===== config.mk =====
export PLATFORM = sky130hd
export DESIGN_NAME = ectm_timer
export DESIGN_NICKNAME = d
export VERILOG_FILES = /design/src/hdl/ectm_pkg.sv /design/src/hdl/ectm_tick_if.sv /design/src/hdl/ectm_prescaler.sv /design/src/hdl/ectm_timer.sv
export SDC_FILE = /design/constraint.sdc
export NUM_CORES = 1
export LEC_CHECK = 0
export CAP_MARGIN = 15
export CORE_ASPECT_RATIO = 0.75
export CORE_MARGIN = 4
export CORE_UTILIZATION = 25
export DETAILED_ROUTE_END_ITERATION = 6
export DONT_BUFFER_PORTS = 1
export PLACE_DENSITY_LB_ADDON = 0.08
export SYNTH_ARGS = -nofsm -noshare
export SYNTH_HDL_FRONTEND = slang
export SYNTH_SLANG_ARGS = --single-unit

===== constraint.sdc =====
create_clock -name clock -period 1.9 [get_ports clock]
set_clock_uncertainty 0.1 [all_clocks]
set_input_delay 0.38 -clock clock [delete_from_list [all_inputs] [get_ports clock]]
set_output_delay 0.38 -clock clock [all_outputs]
set_load 0.03 [all_outputs]

===== src/hdl/ectm_pkg.sv =====
// Functional notes
// [RL1] 8-bit upcounter, prescaler cpu/2,/4,/8, slow/8000
// [RL2] Counter writes reload counter with FCh
// [RL3] Counter resets to FCh, only reload value
// [RL4] Wrap FFh to 00h sets overflow flag
// [RL5] Overflow irq needs enable and clear mask
// [RL6] Status read then counter access clears overflow
// [RL7] Shadow counter access never clears overflow
// [RL8] Runs in wait, freezes in halt
// [RL9] Selected capture edge latches count, sets flag
// [RL10] One capture enable, gated by global mask
// [RL11] Status read then capture access clears flag
// [RL12] Capture registers read-only, newest capture wins
// [RL13] Pulse modes: only capture channel two works
// [RL14] Capture inputs always connected to timer
// [RL15] Unbonded timer inputs read as one
// [RL16] Compare registers match counter, set flag
// [RL17] Match drives enabled pin to level; reset low
// [RL18] One compare enable, gated by global mask
// [RL19] Compare registers software-only, reset zero
// [RL20] Clock select codes mapped and documented
package ectm_pkg;
	localparam logic [7:0] ECTM_RELOAD      = 8'hfc;
	localparam logic [7:0] ECTM_CMP_RESET   = 8'h00;
	localparam int         ECTM_SLOW_DIV    = 8000;
	localparam logic [1:0] ECTM_CS_DIV4     = 2'h0;
	localparam logic [1:0] ECTM_CS_DIV2     = 2'h1;
	localparam logic [1:0] ECTM_CS_DIV8     = 2'h2;
	localparam logic [1:0] ECTM_CS_SLOW     = 2'h3;
	localparam int         ECTM_DIV2        = 2;
	localparam int         ECTM_DIV4        = 4;
	localparam int         ECTM_DIV8        = 8;
	localparam int         ECTM_PRE_W       = 13;
endpackage : ectm_pkg


===== src/hdl/ectm_tick_if.sv =====
`timescale 1ns/10ps
interface ectm_tick_if;
	logic       tick;
	logic       reload;
	logic       run;
	logic [1:0] clock_select_field;
	modport src (output tick, input reload, input run, input clock_select_field);
	modport dst (input tick, output reload, output run, output clock_select_field);
endinterface : ectm_tick_if


===== src/hdl/ectm_prescaler.sv =====
`timescale 1ns/10ps
module ectm_prescaler
	import ectm_pkg::*;
#(
	parameter int SLOW_DIV = ECTM_SLOW_DIV
) (
	input  wire logic clock,
	input  wire logic resetn,
	input  wire logic slow_oscillator_tick,
	ectm_tick_if.src  tk
);
	if (SLOW_DIV < 1 || SLOW_DIV >= (1 << ECTM_PRE_W)) begin : g_bad_div
		$error("SLOW_DIV out of range");
	end

	logic [ECTM_PRE_W-1:0] pre_reg;
	logic [ECTM_PRE_W-1:0] limit;
	logic                  step;
	logic                  tick_reg;

	always_comb begin
		limit = ECTM_PRE_W'(ECTM_DIV4 - 1);
		step  = 1'b1;
		case (tk.clock_select_field) // RL1 RL20
			ECTM_CS_DIV2: limit = ECTM_PRE_W'(ECTM_DIV2 - 1);
			ECTM_CS_DIV8: limit = ECTM_PRE_W'(ECTM_DIV8 - 1);
			ECTM_CS_SLOW: begin
				limit = ECTM_PRE_W'(SLOW_DIV - 1);
				step  = slow_oscillator_tick;
			end
			default: limit = ECTM_PRE_W'(ECTM_DIV4 - 1);
		endcase
	end

	always_ff @(posedge clock or negedge resetn) begin
		if (!resetn) begin
			pre_reg  <= '0;
			tick_reg <= 1'b0;
		end else if (tk.reload) begin
			pre_reg  <= '0;
			tick_reg <= 1'b0;
		end else if (!tk.run || !step) begin // RL8
			tick_reg <= 1'b0;
		end else if (pre_reg >= limit) begin
			pre_reg  <= '0;
			tick_reg <= 1'b1;
		end else begin
			pre_reg  <= pre_reg + 1'b1;
			tick_reg <= 1'b0;
		end
	end

	assign tk.tick = tick_reg;
endmodule : ectm_prescaler


===== src/hdl/ectm_timer.sv =====
`timescale 1ns/10ps
module ectm_timer
	import ectm_pkg::*;
#(
	parameter int SLOW_DIV = ECTM_SLOW_DIV
) (
	input  wire logic       clock,
	input  wire logic       resetn,
	input  wire logic       halt_mode,
	input  wire logic       global_irq_mask,
	input  wire logic       slow_oscillator_tick,
	input  wire logic [1:0] clock_select_field,
	input  wire logic       pulse_mode_active,
	input  wire logic       overflow_irq_enable,
	input  wire logic       capture_irq_enable,
	input  wire logic       compare_irq_enable,
	input  wire logic [1:0] capture_edge_select,
	input  wire logic [1:0] compare_pin_enable,
	input  wire logic [1:0] compare_output_level,
	input  wire logic [1:0] capture_input_pin,
	input  wire logic [1:0] capture_pin_bonded,
	input  wire logic       status_read,
	input  wire logic       main_counter_access,
	input  wire logic       main_counter_write,
	input  wire logic       shadow_counter_write,
	input  wire logic [1:0] capture_access,
	input  wire logic [1:0] compare_access,
	input  wire logic [1:0] compare_write,
	input  wire logic [7:0] write_data,
	output logic      [7:0] main_counter_reg,
	output logic      [7:0] shadow_counter_reg,
	output logic      [7:0] capture_value_reg_1,
	output logic      [7:0] capture_value_reg_2,
	output logic      [7:0] compare_value_reg_1,
	output logic      [7:0] compare_value_reg_2,
	output logic      [4:0] timer_status_reg,
	output logic      [1:0] compare_output_pin,
	output logic            timer_irq
);
	ectm_tick_if tk ();

	logic [7:0] cnt_reg;
	logic [1:0] cap_s1_reg;
	logic [1:0] cap_s2_reg;
	logic [1:0] cap_d_reg;
	logic [1:0] cap_in;
	logic [1:0] cap_evt;
	logic       overflow_flag_reg;
	logic [1:0] capture_flag_reg;
	logic [1:0] compare_flag_reg;
	logic       ovf_arm_reg;
	logic [1:0] cap_arm_reg;
	logic [1:0] cmp_arm_reg;
	logic       reload;
	logic       wrap;
	logic [1:0] match;
	logic [1:0] cap_en;

	assign reload = main_counter_write | shadow_counter_write; // RL2
	assign tk.reload = reload;
	assign tk.run = ~halt_mode; // RL8
	assign tk.clock_select_field = clock_select_field;

	ectm_prescaler #(
		.SLOW_DIV (SLOW_DIV)
	) u_pre (
		.clock                (clock),
		.resetn               (resetn),
		.slow_oscillator_tick (slow_oscillator_tick),
		.tk                   (tk)
	);

	// Counter
	always_ff @(posedge clock or negedge resetn) begin
		if (!resetn) begin
			cnt_reg <= ECTM_RELOAD; // RL3
		end else if (reload) begin
			cnt_reg <= ECTM_RELOAD; // RL2
		end else if (tk.tick) begin
			cnt_reg <= cnt_reg + 8'h01; // RL1
		end
	end

	assign wrap = tk.tick & ~reload & (cnt_reg == 8'hff); // RL4

	always_ff @(posedge clock or negedge resetn) begin
		if (!resetn) begin
			main_counter_reg   <= ECTM_RELOAD; // RL3
			shadow_counter_reg <= ECTM_RELOAD;
		end else begin
			main_counter_reg   <= cnt_reg;
			shadow_counter_reg <= cnt_reg;
		end
	end

	// Capture pin synchronisers
	always_ff @(posedge clock or negedge resetn) begin
		if (!resetn) begin
			cap_s1_reg <= 2'h3;
			cap_s2_reg <= 2'h3;
			cap_d_reg  <= 2'h3;
		end else begin
			cap_s1_reg <= capture_input_pin;
			cap_s2_reg <= cap_s1_reg;
			cap_d_reg  <= cap_in;
		end
	end

	assign cap_in = cap_s2_reg | ~capture_pin_bonded; // RL15
	assign cap_en = {1'b1, ~pulse_mode_active}; // RL13

	always_comb begin
		for (int i = 0; i < 2; i++) begin
			// Edge seen regardless of pin direction RL14
			cap_evt[i] = cap_en[i] & (capture_edge_select[i] ?
				(cap_in[i] & ~cap_d_reg[i]) :
				(~cap_in[i] & cap_d_reg[i])); // RL9
		end
	end

	always_ff @(posedge clock or negedge resetn) begin
		if (!resetn) begin
			capture_value_reg_1 <= 8'h00;
		end else if (cap_evt[0]) begin
			capture_value_reg_1 <= cnt_reg; // RL12
		end
	end

	always_ff @(posedge clock or negedge resetn) begin
		if (!resetn) begin
			capture_value_reg_2 <= 8'h00;
		end else if (cap_evt[1]) begin
			capture_value_reg_2 <= cnt_reg; // RL12
		end
	end

	// Compare registers, software only
	always_ff @(posedge clock or negedge resetn) begin
		if (!resetn) begin
			compare_value_reg_1 <= ECTM_CMP_RESET; // RL19
			compare_value_reg_2 <= ECTM_CMP_RESET;
		end else begin
			if (compare_write[0])
				compare_value_reg_1 <= write_data;
			if (compare_write[1])
				compare_value_reg_2 <= write_data;
		end
	end

	assign match[0] = tk.tick & (cnt_reg == compare_value_reg_1); // RL16
	assign match[1] = tk.tick & (cnt_reg == compare_value_reg_2);

	// Arming by status read while flag set
	always_ff @(posedge clock or negedge resetn) begin
		if (!resetn) begin
			ovf_arm_reg <= 1'b0;
		end else if (status_read && overflow_flag_reg) begin
			ovf_arm_reg <= 1'b1; // RL6
		end else if (main_counter_access) begin
			ovf_arm_reg <= 1'b0;
		end
	end

	always_ff @(posedge clock or negedge resetn) begin
		if (!resetn) begin
			cap_arm_reg <= 2'h0;
			cmp_arm_reg <= 2'h0;
		end else begin
			for (int i = 0; i < 2; i++) begin
				if (status_read && capture_flag_reg[i])
					cap_arm_reg[i] <= 1'b1; // RL11
				else if (capture_access[i])
					cap_arm_reg[i] <= 1'b0;
				if (status_read && compare_flag_reg[i])
					cmp_arm_reg[i] <= 1'b1;
				else if (compare_access[i])
					cmp_arm_reg[i] <= 1'b0;
			end
		end
	end

	// Flags: set wins over clear
	always_ff @(posedge clock or negedge resetn) begin
		if (!resetn) begin
			overflow_flag_reg <= 1'b0;
		end else if (wrap) begin
			overflow_flag_reg <= 1'b1; // RL4
		end else if (ovf_arm_reg && main_counter_access) begin
			overflow_flag_reg <= 1'b0; // RL6 RL7
		end
	end

	always_ff @(posedge clock or negedge resetn) begin
		if (!resetn) begin
			capture_flag_reg <= 2'h0;
		end else begin
			for (int i = 0; i < 2; i++) begin
				if (cap_evt[i])
					capture_flag_reg[i] <= 1'b1; // RL9
				else if (cap_arm_reg[i] && capture_access[i])
					capture_flag_reg[i] <= 1'b0; // RL11
			end
		end
	end

	always_ff @(posedge clock or negedge resetn) begin
		if (!resetn) begin
			compare_flag_reg <= 2'h0;
		end else begin
			for (int i = 0; i < 2; i++) begin
				if (match[i])
					compare_flag_reg[i] <= 1'b1; // RL16
				else if (cmp_arm_reg[i] && compare_access[i])
					compare_flag_reg[i] <= 1'b0;
			end
		end
	end

	always_comb begin
		timer_status_reg = {capture_flag_reg[0], compare_flag_reg[0],
			overflow_flag_reg, capture_flag_reg[1], compare_flag_reg[1]};
	end

	// Compare output pins
	always_ff @(posedge clock or negedge resetn) begin
		if (!resetn) begin
			compare_output_pin <= 2'h0; // RL17
		end else begin
			for (int i = 0; i < 2; i++) begin
				if (match[i] && compare_pin_enable[i])
					compare_output_pin[i] <= compare_output_level[i]; // RL17
			end
		end
	end

	// Pending request held until enabled and unmasked
	always_ff @(posedge clock or negedge resetn) begin
		if (!resetn) begin
			timer_irq <= 1'b0;
		end else begin
			timer_irq <= ~global_irq_mask &
				((overflow_flag_reg & overflow_irq_enable) | // RL5
				(|capture_flag_reg & capture_irq_enable) | // RL10
				(|compare_flag_reg & compare_irq_enable)); // RL18
		end
	end
endmodule : ectm_timer


# Word-level counts from Yosys, hierarchy flattened

Index checks and enable logic that the tools add are counted.

Bits in registers: 81
Word-level logic and storage cells: 118
Input bits: 39

Order comparisons: 1
Multiplexer cells: 32
$add $sub $neg: 2
Bitwise operators: 25
Eq/ne operators: 7
Reduce and logical (&&, ||, !) cells: 27

Operator list:

| cell                                           | count |
|---|---|
| two-way mux 13 bit                             | 3 |
| one-hot mux 13 bit (3 select lines)            | 1 |
| two-way mux 1 bit                              | 26 |
| nonzero test 2 bit                             | 11 |
| == test 8 bit                                  | 2 |
| two-way mux 8 bit                              | 2 |
| adder 13 x 1 -> 13 bit (second input constant) | 1 |
| bitwise AND 1 bit                              | 13 |
| >= comparator 13 bit                           | 1 |
| logical AND 1 bit                              | 12 |
| adder 8 x 1 -> 8 bit (second input constant)   | 1 |
| == test 8 bit (second input constant)          | 1 |
| inverter 1 bit                                 | 7 |
| == test 2 bit (second input constant)          | 2 |
| OR reduction 2 bit                             | 2 |
| bitwise OR 1 bit                               | 3 |
| == test 2 x 1 -> 1 bit (second input constant) | 1 |
| inequality test 2 bit (second input constant)  | 1 |
| inverter 2 bit                                 | 1 |
| bitwise OR 2 bit                               | 1 |
| logical NOT 1 bit                              | 1 |
| logical OR 1 bit                               | 1 |

# Longest topological paths before layout

Depth after elaboration: 7
Mapped depth: 8
Mapped depth without buffers: 7

# Cells and area by module

From an unflattened synthesis, not the netlist that was laid out.

Cells, all modules: 332
Area total of the unflattened synthesis: 3789.9 um^2

Modules (own cells, without submodules):

| module         | sequential area each (um^2) | times used | cells an instance | area each (um^2) |
|---|---|---|---|---|
| ectm_timer     | 1699.1                      | 1          | 215               | 2783.9 |
| ectm_prescaler | 350.3                       | 1          | 117               | 1006.0 |

# Worst setup path after synthesis

Ideal clock, no wire load.

Path type: input to register
From: in clock_select_field[0]
To: reg u_pre.pre_reg[10]
Path buffers: 1
Library setup time: 129 ps
Arrival: 1953 ps
Setup slack: -282 ps
Cell stages on the path: 8
Data required time: 1671 ps
Cells stage by stage: nand2_1 -> ha_1 -> nand4_1 -> nor4_2 -> nor3_4 -> buf_4 -> a41oi_2 -> o22ai_2

Word-level cells in the longest chain between the ends: 6
Elaborated cells on any way between the ends: 12
Those cells by class: order compare: 1; eq/ne: 4; mux: 5; reduce/logical: 2

RTL lines:

| element                                                        | RTL line             | text |
|---|---|---|
| start, declared                                                | ectm_timer.sv:12     | `input wire logic [1:0] clock_select_field,` |
| == test 2 bit / == test 2 x 1 -> 1 bit (equally long branches) | ectm_prescaler.sv:24 | `case (tk.clock_select_field)` |
| one-hot mux 13 bit (3 select lines)                            | ectm_prescaler.sv:24 |  |
| >= comparator 13 bit                                           | ectm_prescaler.sv:44 | `end else if (pre_reg >= limit) begin` |
| two-way mux 13 bit                                             | ectm_prescaler.sv:44 |  |
| two-way mux 13 bit                                             | ectm_prescaler.sv:42 | `end else if (!tk.run \|\| !step) begin` |
| two-way mux 13 bit                                             | ectm_prescaler.sv:39 | `end else if (tk.reload) begin` |
| end signal, assigned                                           | ectm_prescaler.sv:48 | `pre_reg <= pre_reg + 1'b1;` |
| end, declared                                                  | ectm_prescaler.sv:16 | `logic [ECTM_PRE_W-1:0] pre_reg;` |

Several ways; a longest one is shown, not always the timed one. The select of a mux whose other input is x is not followed.
A chain may end at the register's enable or synchronous reset.

# Worst setup path in the final report

From: reg u_pre.pre_reg[10]
To: reg u_pre.pre_reg[3]

Word-level cells in the longest chain between the ends: 4

RTL lines:

| element              | RTL line |
|---|---|
| >= comparator 13 bit | ectm_prescaler.sv:44 |
| two-way mux 13 bit   | ectm_prescaler.sv:44 |
| two-way mux 13 bit   | ectm_prescaler.sv:42 |
| two-way mux 13 bit   | ectm_prescaler.sv:39 |

Every way passes these cells. The select of a mux whose other input is x is not followed.

==> qor.csv <==
stage,metric,value,unit
logic_synthesis,yosysSeqAreaShare,52.0,%
global_route,antenna_found_initial,0,
cts,cts-root-buf,clkbuf_16,
cts,cts_buffers,9,
sta,fin_setup_tns,-0.617,ns
sta,final.setup.worst_slack,-0.0747,ns
sta,max_slew_margin,64.5,%
floorplanning,rows,39,
logic_synthesis,synth.ff_latch_count,81,
cts,cts.sinks,81,
worst_setup_path,cp-end-kind,flip-flop,
worst_setup_path,crit_fanout,4,
global_route,grt_max_degree,82,
status,status,finished with violations,
detailed_routing,wl,10700,um
sta,hold_violations,81,
layout,final_cells,593,
logic_synthesis,synthFlopType,dfrtp_1,
layout,nFillCells,1563,
detailed_routing,drtIter0Drc,91,
layout,area_delta_synth_final,29.0,%
detailed_routing,drtAntennaViolNets,0,
logic_synthesis,netlist_instances,337,
detailed_routing,avgViaCountPerCell,4.47,
detailed_routing,vias,2652,
logic_synthesis,async_flop_share,100,%
min_path,hp-class,input port to async pin,
placed_design,dpl.hpwl,7950,um
logic_synthesis,syn_avg_cell_area,11.7,um2
layout,fin_util,33.1,%
sta,rsz0062_at_grt,yes,
cts,clk_latency,0.33,ns
detailed_routing,drc_errors,0,
sta,fin_crit_sh,104,%
global_route,grt_remaining_overflow,0,
placed_design,dp.cells,570,
placed_design,pre_cts_ws,-0.271,ns
placed_design,place.gp.congestion,0.708,
status,violations,"hold timing, setup timing",
cts,cts_buffer_depth,2,
logic_synthesis,yosysWarnings,0,
sta,tightest_slew,0.533,ns
sta,clock.fmax,0.506,GHz
floorplanning,die_y,117,um
logic_synthesis,yosysUniqueCellTypes,44,
worst_setup_path,cp_data_required_time,2.05,ns
worst_setup_path,cp-start-kind,flip-flop,
cts,htreeDepth,3,
pwr,p_leak,2.00,nW
logic_synthesis,synth_edf_count,0,
sta,post-route-min-period,1.97,ns
pwr,powerDensity,830,mW/mm2
logic_synthesis,synth_fp_nets,388,
global_route,grt_pass1_vias,2734,
cts,clk_pin_slew,0.06,ns
worst_setup_path,cp.arrival,2.13,ns
floorplanning,core-area,0.0154,mm2
pwr,peakVddDrop,0.455,mV
layout,diodes,0,
floorplanning,die-area,0.0179,mm2
layout,largest_reg_flops,13,
run,cap_violations,0,
layout,fin_nets,434,
sta,whs,-0.361,ns
global_route,track_usage,12.1,%
floorplanning,start_util,25.7,%
layout,layout-drive-gt1-share,41.5,%
cts,cts-hold-fix-buffers,3,
sta,maxSlewViolCount,0,
floorplanning,die_w,153,um
detailed_routing,routedWlPerCell,18.1,um
logic_synthesis,synth_area,0.00395,mm2
worst_setup_path,critPathKind,flip-flop to flip-flop,
sta,setup_violations,13,
detailed_routing,drt_first_pass_iters,4,
placed_design,io_buffers,0,
floorplanning,pin_count,95,
global_route,grt_pass1_wl,16500,um
cts,cts_tree,built,
-- cells by family after synthesis --
kind of cell | synth area share, %
XOR/XNOR | 4.66
AND/OR/NAND/NOR | 13.2
adder cells (fa/ha/maj) | 3.81
flip-flops | 52.0
multiplexers | 10.2
AO/OA/AOI/OAI | 11.0
buffers and inverters | 5.14
-- where the power goes --
part / internal [mW] / switching (mW)
clock: 1.26 / 0.674
combinational: 0.185 / 0.208
sequential: 1.80 / 0.0920
-- placed cells by master, fill, tap and decap left out, types with 3 or more instances in the layout --
cell and count:
inv_1 17, nand4_1 12, xor2_1 4, clkbuf_8 3, a41oi_4 3, a41oi_2 7, a21oi_1 5, nand3_1 10
dfstp_2 18, o21ai_0 9, ha_4 3, nor3_1 3, nor2_1 6, buf_4 52, o22ai_2 8, nor3_2 3
dfrtp_1 63, nand2b_1 5, a21o_1 3, mux2_2 32, clkbuf_16 9, nand2_1 36, and3_1 6, xnor2_1 17
buf_6 5, ha_1 8, dlygate4sd3_1 3
-- worst max-delay path, stage by stage, from the launching register on --
cell and delay [ns]:
dfrtp_1 0.42, ha_4 0.25, nand4_1 0.13, buf_4 0.14
nor4_4 0.04, nor3_4 0.33, nand4_4 0.18, buf_6 0.17
o22ai_2 0.14
-- what timing repair did --
action                                 in CTS  in global routing
gates resized for setup                     9                 15
pin swaps                                  10                 20
cloned                                      0                  0
endpoints found under the hold margin      84                 81
buffers inserted                            1                  6
setup endpoints to repair                  13                 15
-- routing by layer --
| layer | up-vias | global-route usage (%) | part of all wire (%) |
|---|---|---|---|
| met5 | - | 0 | 0 |
| met4 | 0 | 3.03 | 0.89 |
| li1 | 1280 | - | - |
| met3 | 10 | 4.89 | 7.6 |
| met2 | 60 | 16.1 | 41 |
| met1 | 1302 | 18.1 | 50 |
-- final timing paths --
path / startpoint / to / slack, ns / depth (start not counted)
setup / recovery: u_pre.pre_reg[10] / u_pre.pre_reg[3] / -0.07 / 8
min in group clock: main_counter_write / cnt_reg[0] / 0.02 / 1
setup reg to reg: u_pre.pre_reg[10] / u_pre.pre_reg[3] / -0.07 / 8
hold / removal: resetn / capture_flag_reg[0] / -0.36 / 0
hold reg to reg: cap_s1_reg[0] / cap_s2_reg[0] / 0.26 / 0
max in group asynchronous: resetn / cap_s2_reg[1] / 1.83 / 0
-- through the flow --
step	instance area [um2]	total power [mW]
final	5090	4.22
after floorplan	4010	2.17
after CTS	4940	4.28
after global placement	4530	2.29
after detailed placement	4530	2.29
after global routing	5090	4.41
-- layout make-up --
| cell class | count | area, um2 | share of cell area [%] |
|---|---|---|---|
| Multi-Input combinational cell | 213 | 1890 | 37.1 |
| Clock inverter | 2 | 60.1 | 1.18 |
| Timing Repair Buffer | 61 | 497 | 9.76 |
| Tap cell | 205 | 256 | 5.04 |
| Inverter | 17 | 63.8 | 1.25 |
| Clock buffer | 14 | 274 | 5.39 |
| Sequential cell | 81 | 2050 | 40.3 |
-- Yosys cell counts, types with 2 or more instances --
master     n  area share [%]
a21o_1     3            0.57
a21oi_1    5            0.63
a21oi_2    2            0.44
a41oi_1    3            0.67
a41oi_2    7             2.9
and3_1     6            0.95
and4_1     2            0.44
buf_4     11             2.1
clkbuf_1  15             1.4
dfrtp_1   63              40
dfstp_2   18              12
ha_1      12             3.8
inv_1     17             1.6
mux2_1     2            0.57
mux2_2    32             9.1
mux2i_1    2            0.51
nand2_1   37             3.5
nand2b_1   5            0.79
nand3_1   11             1.4
nand4_1   12             1.9
nor2_1     6            0.57
nor2b_1    2            0.32
nor3_1     5            0.63
nor3_2     2            0.51
nor4_2     2            0.63
o21ai_0   10             1.3
o22ai_1    2            0.32
o22ai_2    8             2.5
xnor2_1   17             3.8
xor2_1     4            0.89
No activity file was read; power rests on OpenSTA's default activity.
